==> config.mk <==
export PLATFORM = sky130hd
export DESIGN_NAME = nthr_regs
export DESIGN_NICKNAME = d
export VERILOG_FILES = /design/src/pkg/nthr_pkg.sv /design/src/rtl/nthr_regs.sv /design/src/rtl/nthr_fwt.sv
export VERILOG_INCLUDE_DIRS = /design/src /design/src/pkg
export SDC_FILE = /design/constraint.sdc
export NUM_CORES = 1
export LEC_CHECK = 0
export BUFFER_PORTS_ARGS = -buffer_cell sky130_fd_sc_hd__buf_4
export CORE_UTILIZATION = 35
export DETAILED_ROUTE_END_ITERATION = 6
export SYNTH_ARGS = -nofsm -noshare
export SYNTH_HDL_FRONTEND = slang
export SYNTH_SLANG_ARGS = --single-unit
==> constraint.sdc <==
create_clock -name pclk -period 3.82 [get_ports pclk]
set_input_delay 0.382 -clock pclk [delete_from_list [all_inputs] [get_ports pclk]]
set_output_delay 0.382 -clock pclk [all_outputs]
set_load 0.005 [all_outputs]
==> src/pkg/nthr_params.svh <==
// Offsets, reset values and timing constants of the tag response parameter block
`ifndef NTHR_PARAMS_SVH
`define NTHR_PARAMS_SVH

// Register indices; the APB byte address is four times the index
`define NTHR_IDX_CSW_LO    16'hffda
`define NTHR_IDX_CSW_HI    16'hffdb
`define NTHR_IDX_WTX_LO    16'hffde
`define NTHR_IDX_WTX_HI    16'hffdf
`define NTHR_IDX_BUF_LO    16'hffe4
`define NTHR_IDX_BUF_HI    16'hffe5
`define NTHR_IDX_HOST_RESP 16'hffc0
`define NTHR_IDX_VER_LO    16'hffc2
`define NTHR_IDX_VER_HI    16'hffc3
`define NTHR_IDX_STATUS    16'hffc4

// Field positions
`define NTHR_BIT_CUSTOM_EN 2

// Reset values
`define NTHR_RST_CSW       16'h0000
`define NTHR_RST_WTX       16'h0001
`define NTHR_RST_BUF       16'h0000
`define NTHR_RST_HOST_RESP 8'h00

// Software version, value is arbitrary
`define NTHR_VERSION       16'h0100

// Predefined status words for success and for failure
`define NTHR_SW_OK         16'h9000
`define NTHR_SW_FAIL       16'h6a82

// Cycles before the frame wait limit at which an extension is asked for
`define NTHR_WTX_MARGIN    20'h00010

`endif

==> src/pkg/nthr_pkg.sv <==
// Types shared by the tag response parameter block
package nthr_pkg;

    // Reader command kinds
    typedef enum logic [1:0] {
        NTHR_CMD_SELECT = 2'b00,
        NTHR_CMD_READ   = 2'b01,
        NTHR_CMD_UPDATE = 2'b10
    } nthr_kind_type;

    // Sequencer states
    typedef enum logic [1:0] {
        NTHR_ST_IDLE = 2'b00,
        NTHR_ST_WAIT = 2'b01,
        NTHR_ST_WTX  = 2'b10
    } nthr_state_type;

    // Reader command as handed over by the radio side
    typedef struct packed {
        logic          valid;
        nthr_kind_type kind;
        logic [15:0]   store_index;
    } nthr_cmd_type;

    // Outcome of the host handling the command
    typedef struct packed {
        logic valid;
        logic ok;
    } nthr_answer_type;

    // Status word sent back to the reader
    typedef struct packed {
        logic       valid;
        logic [7:0] sw1;
        logic [7:0] sw2;
    } nthr_resp_type;

    // Wait time extension request towards the reader
    typedef struct packed {
        logic       valid;
        logic [7:0] wait_extension_byte;
    } nthr_wtx_type;

endpackage

==> src/rtl/nthr_regs.sv <==
// Tag response parameter registers with APB slave and response sequencer
//
// How it works
// - Update command loads buffer start with index
// - Late answer sends extension; timeout restarts on ack
// - Extension byte from low byte, resets one
// - Default status words generated automatically
// - Custom enable selects custom status word register
// - Upper byte is SW1, lower is SW2
// - Version register readable by software
// - Custom enable is host response bit two
//
// Local design decision: the APB register port.
`timescale 1ns/1ps
`include "nthr_params.svh"

module nthr_regs
    import nthr_pkg::*;
(
    input  wire logic            pclk,
    input  wire logic            presetn,
    input  wire logic            psel,
    input  wire logic            penable,
    input  wire logic            pwrite,
    input  wire logic [19:0]     paddr,
    input  wire logic [31:0]     pwdata,
    output logic      [31:0]     prdata,
    output logic                 pready,
    output logic                 pslverr,
    input  wire nthr_cmd_type    cmd,
    input  wire nthr_answer_type answer,
    input  wire logic            wtx_ack,
    input  wire logic [19:0]     fwt_limit,
    output nthr_resp_type        resp,
    output nthr_wtx_type         wtx,
    output logic      [15:0]     buffer_start
);

    // Index match, used by every read and write decode
    function automatic logic idx_hit(input logic [17:0] a, input logic [15:0] i);
        idx_hit = (a == {2'b00, i});
    endfunction

    // Stored registers
    logic [15:0]    custom_status_word;   // Custom SW1/SW2 pair
    logic [15:0]    wait_extension_value; // Extension byte plus reserved byte
    logic [7:0]     host_response;        // Host response control bits
    nthr_state_type state;                // Sequencer state
    nthr_state_type next_state;           // Sequencer next state

    // Bus decode
    logic [17:0] idx;           // Word index of the access
    logic        aligned;       // Word aligned address
    logic        setup;         // Setup phase of a transfer
    logic        wr_done;       // Write completing at this edge
    logic        rd_hit;        // Address maps to a register
    logic [7:0]  rd_byte;       // Read value of the addressed register
    logic [7:0]  status_byte;   // Live sequencer state for software
    logic        custom_enable; // Custom status enable bit
    logic        wtx_due;       // Frame wait timer asks for an extension
    logic        answer_take;   // Host answer accepted
    logic        load_index;    // Update command stores its packet index
    logic [15:0] chosen_sw;     // Status word sent to the reader
    logic        fwt_run;       // Frame wait timer counts only while waiting

    assign idx     = paddr[19:2];
    assign aligned = (paddr[1:0] == 2'b00);
    assign setup   = psel & ~penable;
    // Writes land only at the edge that completes the access phase
    assign wr_done = psel & penable & pready & pwrite & aligned & ~pslverr;

    // Each printed byte is its own index; pairs form 16-bit values
    assign rd_hit = aligned & (idx_hit(idx, `NTHR_IDX_CSW_LO)
                  | idx_hit(idx, `NTHR_IDX_CSW_HI) | idx_hit(idx, `NTHR_IDX_WTX_LO)
                  | idx_hit(idx, `NTHR_IDX_WTX_HI) | idx_hit(idx, `NTHR_IDX_BUF_LO)
                  | idx_hit(idx, `NTHR_IDX_BUF_HI) | idx_hit(idx, `NTHR_IDX_HOST_RESP)
                  | idx_hit(idx, `NTHR_IDX_VER_LO) | idx_hit(idx, `NTHR_IDX_VER_HI)
                  | idx_hit(idx, `NTHR_IDX_STATUS));

    // Status shows sequencer state and a pending extension
    assign status_byte = {5'b00000, wtx.valid, state};

    // Read selection; the version pair is a constant
    assign rd_byte =
        idx_hit(idx, `NTHR_IDX_CSW_LO)    ? custom_status_word[7:0]   :
        idx_hit(idx, `NTHR_IDX_CSW_HI)    ? custom_status_word[15:8]  :
        idx_hit(idx, `NTHR_IDX_WTX_LO)    ? wait_extension_value[7:0] :
        idx_hit(idx, `NTHR_IDX_WTX_HI)    ? wait_extension_value[15:8] :
        idx_hit(idx, `NTHR_IDX_BUF_LO)    ? buffer_start[7:0]         :
        idx_hit(idx, `NTHR_IDX_BUF_HI)    ? buffer_start[15:8]        :
        idx_hit(idx, `NTHR_IDX_HOST_RESP) ? host_response             :
        idx_hit(idx, `NTHR_IDX_VER_LO)    ? 8'(`NTHR_VERSION)         :
        idx_hit(idx, `NTHR_IDX_VER_HI)    ? 8'(`NTHR_VERSION >> 8)    :
        idx_hit(idx, `NTHR_IDX_STATUS)    ? status_byte               :
        8'h00;

    // Custom enable sits at bit two of host response
    assign custom_enable = host_response[`NTHR_BIT_CUSTOM_EN];

    // Custom word replaces the predefined one when enabled
    assign chosen_sw = custom_enable ? custom_status_word :
                       (answer.ok ? `NTHR_SW_OK : `NTHR_SW_FAIL);

    assign answer_take = answer.valid & (state != NTHR_ST_IDLE);
    assign load_index  = cmd.valid & (state == NTHR_ST_IDLE) & (cmd.kind == NTHR_CMD_UPDATE);
    assign fwt_run     = (state == NTHR_ST_WAIT);

    // APB handshake: no wait state; read data comes from a flop loaded in the setup phase
    always_ff @(posedge pclk or negedge presetn)
    begin
        if (!presetn)
        begin
            pready  <= 1'b0;
            pslverr <= 1'b0;
            prdata  <= 32'h00000000;
        end
        else
        begin
            pready  <= setup;
            pslverr <= setup & ~rd_hit;
            if (setup)
            begin
                prdata <= {24'h000000, rd_byte};
            end
        end
    end

    // Custom status word bytes, written by software only
    always_ff @(posedge pclk or negedge presetn)
    begin
        if (!presetn)
        begin
            custom_status_word <= `NTHR_RST_CSW;
        end
        else if (wr_done && idx_hit(idx, `NTHR_IDX_CSW_LO))
        begin
            custom_status_word[7:0] <= pwdata[7:0];
        end
        else if (wr_done && idx_hit(idx, `NTHR_IDX_CSW_HI))
        begin
            custom_status_word[15:8] <= pwdata[7:0];
        end
    end

    // Extension register; the upper byte is stored as written
    always_ff @(posedge pclk or negedge presetn)
    begin
        if (!presetn)
        begin
            wait_extension_value <= `NTHR_RST_WTX;
        end
        else if (wr_done && idx_hit(idx, `NTHR_IDX_WTX_LO))
        begin
            wait_extension_value[7:0] <= pwdata[7:0];
        end
        else if (wr_done && idx_hit(idx, `NTHR_IDX_WTX_HI))
        begin
            wait_extension_value[15:8] <= pwdata[7:0];
        end
    end

    // Buffer start: the hardware load wins over a same-cycle host write
    always_ff @(posedge pclk or negedge presetn)
    begin
        if (!presetn)
        begin
            buffer_start <= `NTHR_RST_BUF;
        end
        else if (load_index)
        begin
            buffer_start <= cmd.store_index;
        end
        else if (wr_done && idx_hit(idx, `NTHR_IDX_BUF_LO))
        begin
            buffer_start[7:0] <= pwdata[7:0];
        end
        else if (wr_done && idx_hit(idx, `NTHR_IDX_BUF_HI))
        begin
            buffer_start[15:8] <= pwdata[7:0];
        end
    end

    // Host response control bits
    always_ff @(posedge pclk or negedge presetn)
    begin
        if (!presetn)
        begin
            host_response <= `NTHR_RST_HOST_RESP;
        end
        else if (wr_done && idx_hit(idx, `NTHR_IDX_HOST_RESP))
        begin
            host_response <= pwdata[7:0];
        end
    end

    // Frame wait timer runs only while an answer is outstanding
    nthr_fwt u_fwt (
        .pclk    (pclk),
        .presetn (presetn),
        .run     (fwt_run),
        .limit   (fwt_limit),
        .due     (wtx_due)
    );

    // Sequencer next state; an answer always beats a due extension
    always_comb
    begin
        next_state = state;
        case (state)
            NTHR_ST_IDLE:
            begin
                if (cmd.valid)
                begin
                    next_state = NTHR_ST_WAIT;
                end
            end
            NTHR_ST_WAIT:
            begin
                if (answer.valid)
                begin
                    next_state = NTHR_ST_IDLE;
                end
                else if (wtx_due)
                begin
                    next_state = NTHR_ST_WTX;
                end
            end
            NTHR_ST_WTX:
            begin
                // Leaving this state restarts the timer from zero
                if (answer.valid)
                begin
                    next_state = NTHR_ST_IDLE;
                end
                else if (wtx_ack)
                begin
                    next_state = NTHR_ST_WAIT;
                end
            end
            default:
            begin
                next_state = NTHR_ST_IDLE;
            end
        endcase
    end

    // Sequencer state register
    always_ff @(posedge pclk or negedge presetn)
    begin
        if (!presetn)
        begin
            state <= NTHR_ST_IDLE;
        end
        else
        begin
            state <= next_state;
        end
    end

    // Status word pulse towards the reader
    always_ff @(posedge pclk or negedge presetn)
    begin
        if (!presetn)
        begin
            resp <= '0;
        end
        else
        begin
            resp.valid <= answer_take;
            if (answer_take)
            begin
                resp.sw1 <= chosen_sw[15:8];
                resp.sw2 <= chosen_sw[7:0];
            end
        end
    end

    // Extension request stands until the reader acknowledges it or the host answer arrives
    always_ff @(posedge pclk or negedge presetn)
    begin
        if (!presetn)
        begin
            wtx <= '0;
        end
        else if (state == NTHR_ST_WAIT && next_state == NTHR_ST_WTX)
        begin
            wtx.valid               <= 1'b1;
            wtx.wait_extension_byte <= wait_extension_value[7:0];
        end
        else if (next_state != NTHR_ST_WTX)
        begin
            wtx.valid <= 1'b0;
        end
    end

endmodule

==> src/rtl/nthr_fwt.sv <==
// Frame wait timer that flags when an extension request is due
`timescale 1ns/1ps
`include "nthr_params.svh"

module nthr_fwt (
    input  wire logic        pclk,
    input  wire logic        presetn,
    input  wire logic        run,
    input  wire logic [19:0] limit,
    output wire logic        due
);

    logic [19:0] count;       // Cycles spent waiting since the timer started
    logic [20:0] count_ahead; // Count plus safety margin

    // Leave a margin so the extension leaves before the reader gives up
    assign count_ahead = {1'b0, count} + {1'b0, `NTHR_WTX_MARGIN};
    assign due         = run & (count_ahead >= {1'b0, limit});

    // Counting stops and clears whenever the sequencer is not waiting
    always_ff @(posedge pclk or negedge presetn)
    begin
        if (!presetn)
        begin
            count <= 20'h00000;
        end
        else if (!run)
        begin
            count <= 20'h00000;
        end
        else if (count != 20'hfffff)
        begin
            count <= count + 20'h00001;
        end
    end

endmodule

==> reports/results.txt, run 1 <==
WP data required -> 4090 ps
Vias in the first global route -> 5320
Setup Buffers After CTS -> 0
Cell variety after synth -> 70
Critical path class -> register to register
Fin crit share -> 0.906
PortBufs -> 126
Largest family of logic cells by synthesized area -> simple AND/OR/NAND/NOR gates
CTS Buf Count -> 17
Slew Viols, Final -> 0
Layout Skew -> 9.31 ps
Clk buf depth -> 2
Synth cell count leaders -> dfrtp_1, nand2_1, nor2_1, a21oi_1, inv_1
Cell count after synthesis -> 677
Worst EP arrival -> 3730 ps
Setup TNS -> 0 ps
Tot GR Track Use -> 0.190
Synth Area in Compound Gates -> 0.128
Iter 0 DRT Violations -> 394
Initial core utilization -> 0.362
Remaining global-route overflow -> 0
Met1 Usage GRT -> 0.259
Via count -> 5392
Post-synth ARST share -> 1.00
# hold bufs at CTS -> 0
Final Critical Period -> 3460 ps
Ranking of synthesized cells by area -> dfrtp_1, mux2_2, ha_1
GP Congestion -> 0.824
Synthesis-to-layout area growth -> 25.3%
Most frequent cell after synthesis -> dfrtp_1
Cell Area, Synth -> 6600 um^2
CTS H-tree depth -> 4
Yosys reg bits -> 114
Post-cts resize count -> 0
Drt wl/cell -> 17.2 um
Yosys top cell area share -> 0.429
Critical-path maximum fanout -> 9
Fmax -> 289 MHz
Die Span X -> 139 um
Vias per Instance -> 5.19
Clk pin slew, worst setup/hold paths -> 50 ps
XOR/XNOR share of the synthesized area -> 0.0412
Post-synthesis sequential area ratio -> 0.433
Sequential cell area -> 2850 um^2
Simple-gate share of the synthesized area -> 0.163
Max-slew headroom -> 0.231
Fin. Hold Viols -> 0
Maxcap violations -> 0
Largest net degree at the start of global routing -> 63
Setup ws final -> 359 ps
Layout Nets -> 920
Detailed Route WL -> 17800 um
ANT nets after route -> 0
Total iterations of the first detailed-routing run -> 6
Core Area -> 18200 um^2
Multi-input combinational cell area -> 3390 um^2
Global-route wire length before repair -> 28600 um
Post-synth EDFFs -> 0
Post-synth top area cell -> dfrtp_1
Critical Path Start Type -> register
Clk root buf -> clkbuf_16
M3 GR Usage -> 0.0468
Yosys warning count -> 0
Main flop type after synthesis -> dfrtp_1
Clk Latency, worst-skew pair -> 420 ps
Power per cell area -> 417 nW/um^2
Layout cell share with drive strength beyond 1 -> 0.269
Dpl ws -> 445 ps
Residual DRC count -> 0
Status -> finished clean
Fill count -> 1748
Die height -> 139 um
N_diodes -> 0
Adder and majority gate portion of the synthesized area -> 0.0417
Leak Pwr -> 3.82 nW
Initial antenna violation count -> 0
RSZ-0062 raised after global routing -> no
Mux cell area share after synthesis -> 0.125
FP Rows -> 49
Peak supply drop -> 333 uV
Final setup vio count -> 0
CP endpoint kind -> register
M2 GR Usage -> 0.298
CTS tree -> done
Die area -> 19400 um^2
Busiest grt layer -> met2
Post-DP HPWL -> 13000 um
Worst Hold Class -> input pin to asynchronous set/reset pin
Least-Margin Pin Slew -> 1150 ps
Clock Sinks -> 114
I/O pins -> 175
Synthesized area per cell -> 9.74 um^2
layer usage:
metal | vias to the layer above | part of all wire | routed length [um]
met5 | - | 0 | 0
met4 | 0 | 0.012 | 210
met3 | 19 | 0.055 | 974
met2 | 165 | 0.46 | 8120
met1 | 2610 | 0.48 | 8520
li1 | 2598 | - | -
per-stage QoR:
step | util | hold WS [ps] | cell area (um^2) | power [W] | instances
6_report | 0.454 | 13.2 | 8260 | 0.00345 | 1039
5_1_grt | 0.454 | 68.9 | 8260 | 0.00359 | 1039
4_1_cts | 0.454 | 47.6 | 8260 | 0.00348 | 1039
3_5_place_dp | 0.421 | 471 | 7670 | 0.00184 | 1009
3_3_place_gp | 0.421 | 469 | 7670 | 0.00184 | 1009
2_1_floorplan | - | 86.4 | 6680 | 0.00157 | 700
critical path: stages, from the launching register on:
cell	delay, ps
dfrtp_1	440
ha_1	310
nand2_1	80
nor2_1	310
nand3_1	180
xnor2_1	170
ha_1	320
nand4_1	120
o31a_1	430
a21o_1	220
o21ai_1	580
o31ai_1	140
sequential cells by signal, indices dropped and copies added (netlist names), 8 cells and up:
register              cells
custom_status_word       16
wait_extension_value     16
prdata                    8
buffer_start             16
resp                     17
host_response             8
u_fwt.count              20
wtx                       9
cell usage in the layout (no fill, tap or decap), types with 3 or more instances in the layout:
cell	n
xor2_1	7
and3_1	6
o21ai_1	9
nor2_1	57
nor3_1	6
o21ai_0	25
inv_1	37
dfrtp_1	113
mux2_4	8
ha_1	22
a211oi_1	8
nand3_1	23
nand2b_1	6
clkbuf_1	5
xnor2_1	24
conb_1	24
mux2_1	8
mux2_2	29
buf_4	130
clkbuf_8	4
nand2_1	72
mux2i_1	24
nand4_1	14
bufinv_16	3
clkbuf_16	17
o31ai_1	8
a31oi_1	5
a21oi_1	45
o22ai_1	16
cell families (layout without fill, tap and decap cells):
| kind of cell | Yosys count | count (layout) |
|---|---|---|
| other cells | 1 | 24 |
| compound gates | 138 | 138 |
| simple gates | 211 | 211 |
| mux | 71 | 71 |
| fa+ha+maj | 22 | 22 |
| xor+xnor | 31 | 31 |
| flops | 114 | 114 |
| buf+inv | 89 | 199 |
layout make-up:
cell class                      instances  area share
Multi-Input combinational cell        497       0.410
Sequential cell                       114       0.345
Timing Repair Buffer                  131       0.121
Clock buffer                           26      0.0604
Tap cell                              229      0.0347
Inverter                               38      0.0173
Clock inverter                          4      0.0118
worst paths after layout:
check,from,end,slack (ps),cells past startpoint
max,u_fwt.count[5],wtx[6],360,11
min,presetn,buffer_start[4],10,1
max reg2reg,u_fwt.count[5],wtx[6],360,11
min reg2reg,resp[15],resp[15],480,2
max in group asynchronous,presetn,resp[2],3020,2
min in group pclk,cmd[0],buffer_start[0],170,3
where the power goes:
group | total, W | leakage (nW) | internal, W | switching, W
sequential | 0.00136 | 1.48 | 0.00129 | 0.0000706
clock | 0.00162 | 0.287 | 0.00109 | 0.000537
combinational | 0.000458 | 2.05 | 0.000225 | 0.000233
total | 0.00345 | 3.82 | 0.00260 | 0.000841
Note: power is estimated with default switching activity, not from simulation.
==> inputs of run 2 (changes only) <==
--- a/config.mk
+++ b/config.mk
@@ -8,7 +8,9 @@
 export LEC_CHECK = 0
 export BUFFER_PORTS_ARGS = -buffer_cell sky130_fd_sc_hd__buf_4
 export CORE_UTILIZATION = 35
+export CTS_BUF_LIST = sky130_fd_sc_hd__clkbuf_4 sky130_fd_sc_hd__clkbuf_8 sky130_fd_sc_hd__clkbuf_16
 export DETAILED_ROUTE_END_ITERATION = 6
+export RECOVER_POWER = 25
 export SYNTH_ARGS = -nofsm -noshare
 export SYNTH_HDL_FRONTEND = slang
 export SYNTH_SLANG_ARGS = --single-unit
==> reports/results.txt, run 2 (same netlist as run 1, synthesis figures left out) <==
CTS tree -> done
Final Instance Area -> 8280 um^2 (+0.18%)
Most frequent cells in the layout -> buf_4, dfrtp_1, nand2_1, nor2_1, a21oi_1
Drt wl/cell -> 17.2 um (+0.13%)
Tot GR Track Use -> 0.191 (+0.000314)
WHS -> 176 ps (+163 ps)
Synthesis-to-layout area growth -> 25.5%
ANT nets after route -> 0 (unchanged)
Initial core utilization -> 0.362 (unchanged)
Critical-path maximum fanout -> 9 (unchanged)
Busiest grt layer -> met2
Multi-input combinational cell area -> 3390 um^2 (unchanged)
Fmax -> 288 MHz (-0.34%)
M2 GR Usage -> 0.298 (+0.000529)
Clk root buf -> clkbuf_16
Dpl ws -> 445 ps (unchanged)
Clock share of power -> 0.477 (+0.005)
Clk Latency, worst-skew pair -> 410 ps (about the same)
Fin crit share -> 0.909 (+0.00308)
Iter 0 DRT Violations -> 352 (-11%)
Clock Sinks -> 114 (unchanged)
Cell Int Power -> 0.00264 W (+1.4%)
Met1 Usage GRT -> 0.260 (+0.00116)
Setup TNS -> 0 ps (unchanged)
Power per cell area -> 421 nW/um^2 (+0.88%)
RSZ-0062 raised after global routing -> no
PortBufs -> 126 (unchanged)
Commonest non-fill, non-tap cell in the layout -> buf_4
Worst Hold Class -> input pin to register
Die height -> 139 um (unchanged)
Total iterations of the first detailed-routing run -> 5 (-1)
CTS Buf Count -> 17 (unchanged)
Clk buf depth -> 2 (unchanged)
Post-route core utilization -> 0.455 (+0.000825)
GP Congestion -> 0.824 (unchanged)
Fin. Hold Viols -> 0 (unchanged)
Post-DP HPWL -> 13000 um (unchanged)
Placed inst area -> 7670 um^2 (unchanged)
Residual DRC count -> 0 (unchanged)
Failing checks -> capacitance limit, slew limit
Slew Viols, Final -> 53 (+53)
WP data required -> 4080 ps (about the same)
CTS H-tree depth -> 4 (unchanged)
Layout Nets -> 920 (unchanged)
Final Critical Period -> 3470 ps (+11.8 ps)
Vias per Instance -> 5.18 (-0.19%)
Die Span X -> 139 um (unchanged)
Layout Skew -> 9.37 ps (+0.0615 ps)
Setup ws final -> 348 ps (-11.8 ps)
Critical path class -> register to register
Biggest regs -> u_fwt.count x20, resp x17
Setup Buffers After CTS -> 0 (unchanged)
Final setup vio count -> 0 (unchanged)
Least-Margin Pin Slew -> 2980 ps (+1820 ps)
Sequential cell area -> 2850 um^2 (unchanged)
Critical Path Start Type -> register
Peak supply drop -> 329 uV (-1.0%)
Largest net degree at the start of global routing -> 63 (unchanged)
Max-slew headroom -> -0.986 (-1.22)
Leak Pwr -> 3.83 nW (+0.40%)
Psw -> 0.000842 W (about the same)
Layout cell share with drive strength beyond 1 -> 0.273 (+0.00370)
FP Rows -> 49 (unchanged)
Clk pin slew, worst setup/hold paths -> 50 ps (about the same)
Die area -> 19400 um^2 (unchanged)
Fill count -> 1751 (+0.17%)
Post-cts resize count -> 0 (unchanged)
M3 GR Usage -> 0.0468 (unchanged)
Gate power share -> 0.131 (-0.002)
Worst EP arrival -> 3740 ps (about the same)
Via count -> 5382 (-0.19%)
Switching share of total power -> 0.242 (-0.00234)
Core Area -> 18200 um^2 (unchanged)
Detailed Route WL -> 17800 um (+0.13%)
Global-route wire length before repair -> 28700 um (+0.31%)
Status -> finished with violations
N_diodes -> 0 (unchanged)
Vias in the first global route -> 5336 (+0.30%)
I/O pins -> 175 (unchanged)
# hold bufs at CTS -> 0 (unchanged)
Maxcap violations -> 1 (+1)
Remaining global-route overflow -> 0 (unchanged)
Initial antenna violation count -> 0 (unchanged)
CP endpoint kind -> register
Largest Register -> u_fwt.count
Sequential share of power -> 0.391 (-0.004)
Max FFs per register -> 20 (unchanged)
[run 2: worst paths after layout]
check | cells past startpoint | slack [ps] | to | start
max in group asynchronous | 1 | 1190 | u_fwt.count[0] | presetn
max | 11 | 350 | wtx[6] | u_fwt.count[5]
min in group asynchronous | 1 | 940 | buffer_start[4] | presetn
min | 3 | 180 | buffer_start[0] | cmd[0]
max reg2reg | 11 | 350 | wtx[6] | u_fwt.count[5]
min reg2reg | 2 | 480 | resp[15] | resp[15]
[run 2: routing by layer]
metal  wire length, um  part of all wire  up-vias
li1                  -                 -     2596
met1              8550              0.48     2612
met2              8150              0.46      157
met3               968             0.054       17
met4               174            0.0097        0
met5                 0                 0        -
[run 2: cell type report]
class	instances	share of cell area
well taps	229	0.0346
repair buffers	131	0.120
inverters	38	0.0172
clock inverters	4	0.0118
multi-input cells	497	0.409
clock buffers	26	0.0626
flip-flops and latches	114	0.345
[run 2: metrics by stage]
stage	instances	total power, W
finish	1039	0.00348
global route	1039	0.00363
CTS	1039	0.00352
detailed placement	1009	0.00184
global placement	1009	0.00184
floorplan	700	0.00157
[run 2: power groups by stage]
stage                     sequential [W]  combinational, W  clock, W
after floorplan                  0.00137          0.000199         0
after global placement           0.00138          0.000456         0
after detailed placement         0.00138          0.000463         0
after CTS                        0.00136          0.000464   0.00169
after global routing             0.00137          0.000513   0.00174
final                            0.00136          0.000458   0.00166
[run 2: critical path: stages (launching register included)]
cell     delay [ps]
dfrtp_1         440
ha_1            310
nand2_1          80
nor2_1          320
nand3_1         190
xnor2_1         170
ha_1            320
nand4_1         120
o31a_1          430
a21o_1          220
o21ai_1         570
o31ai_1         140
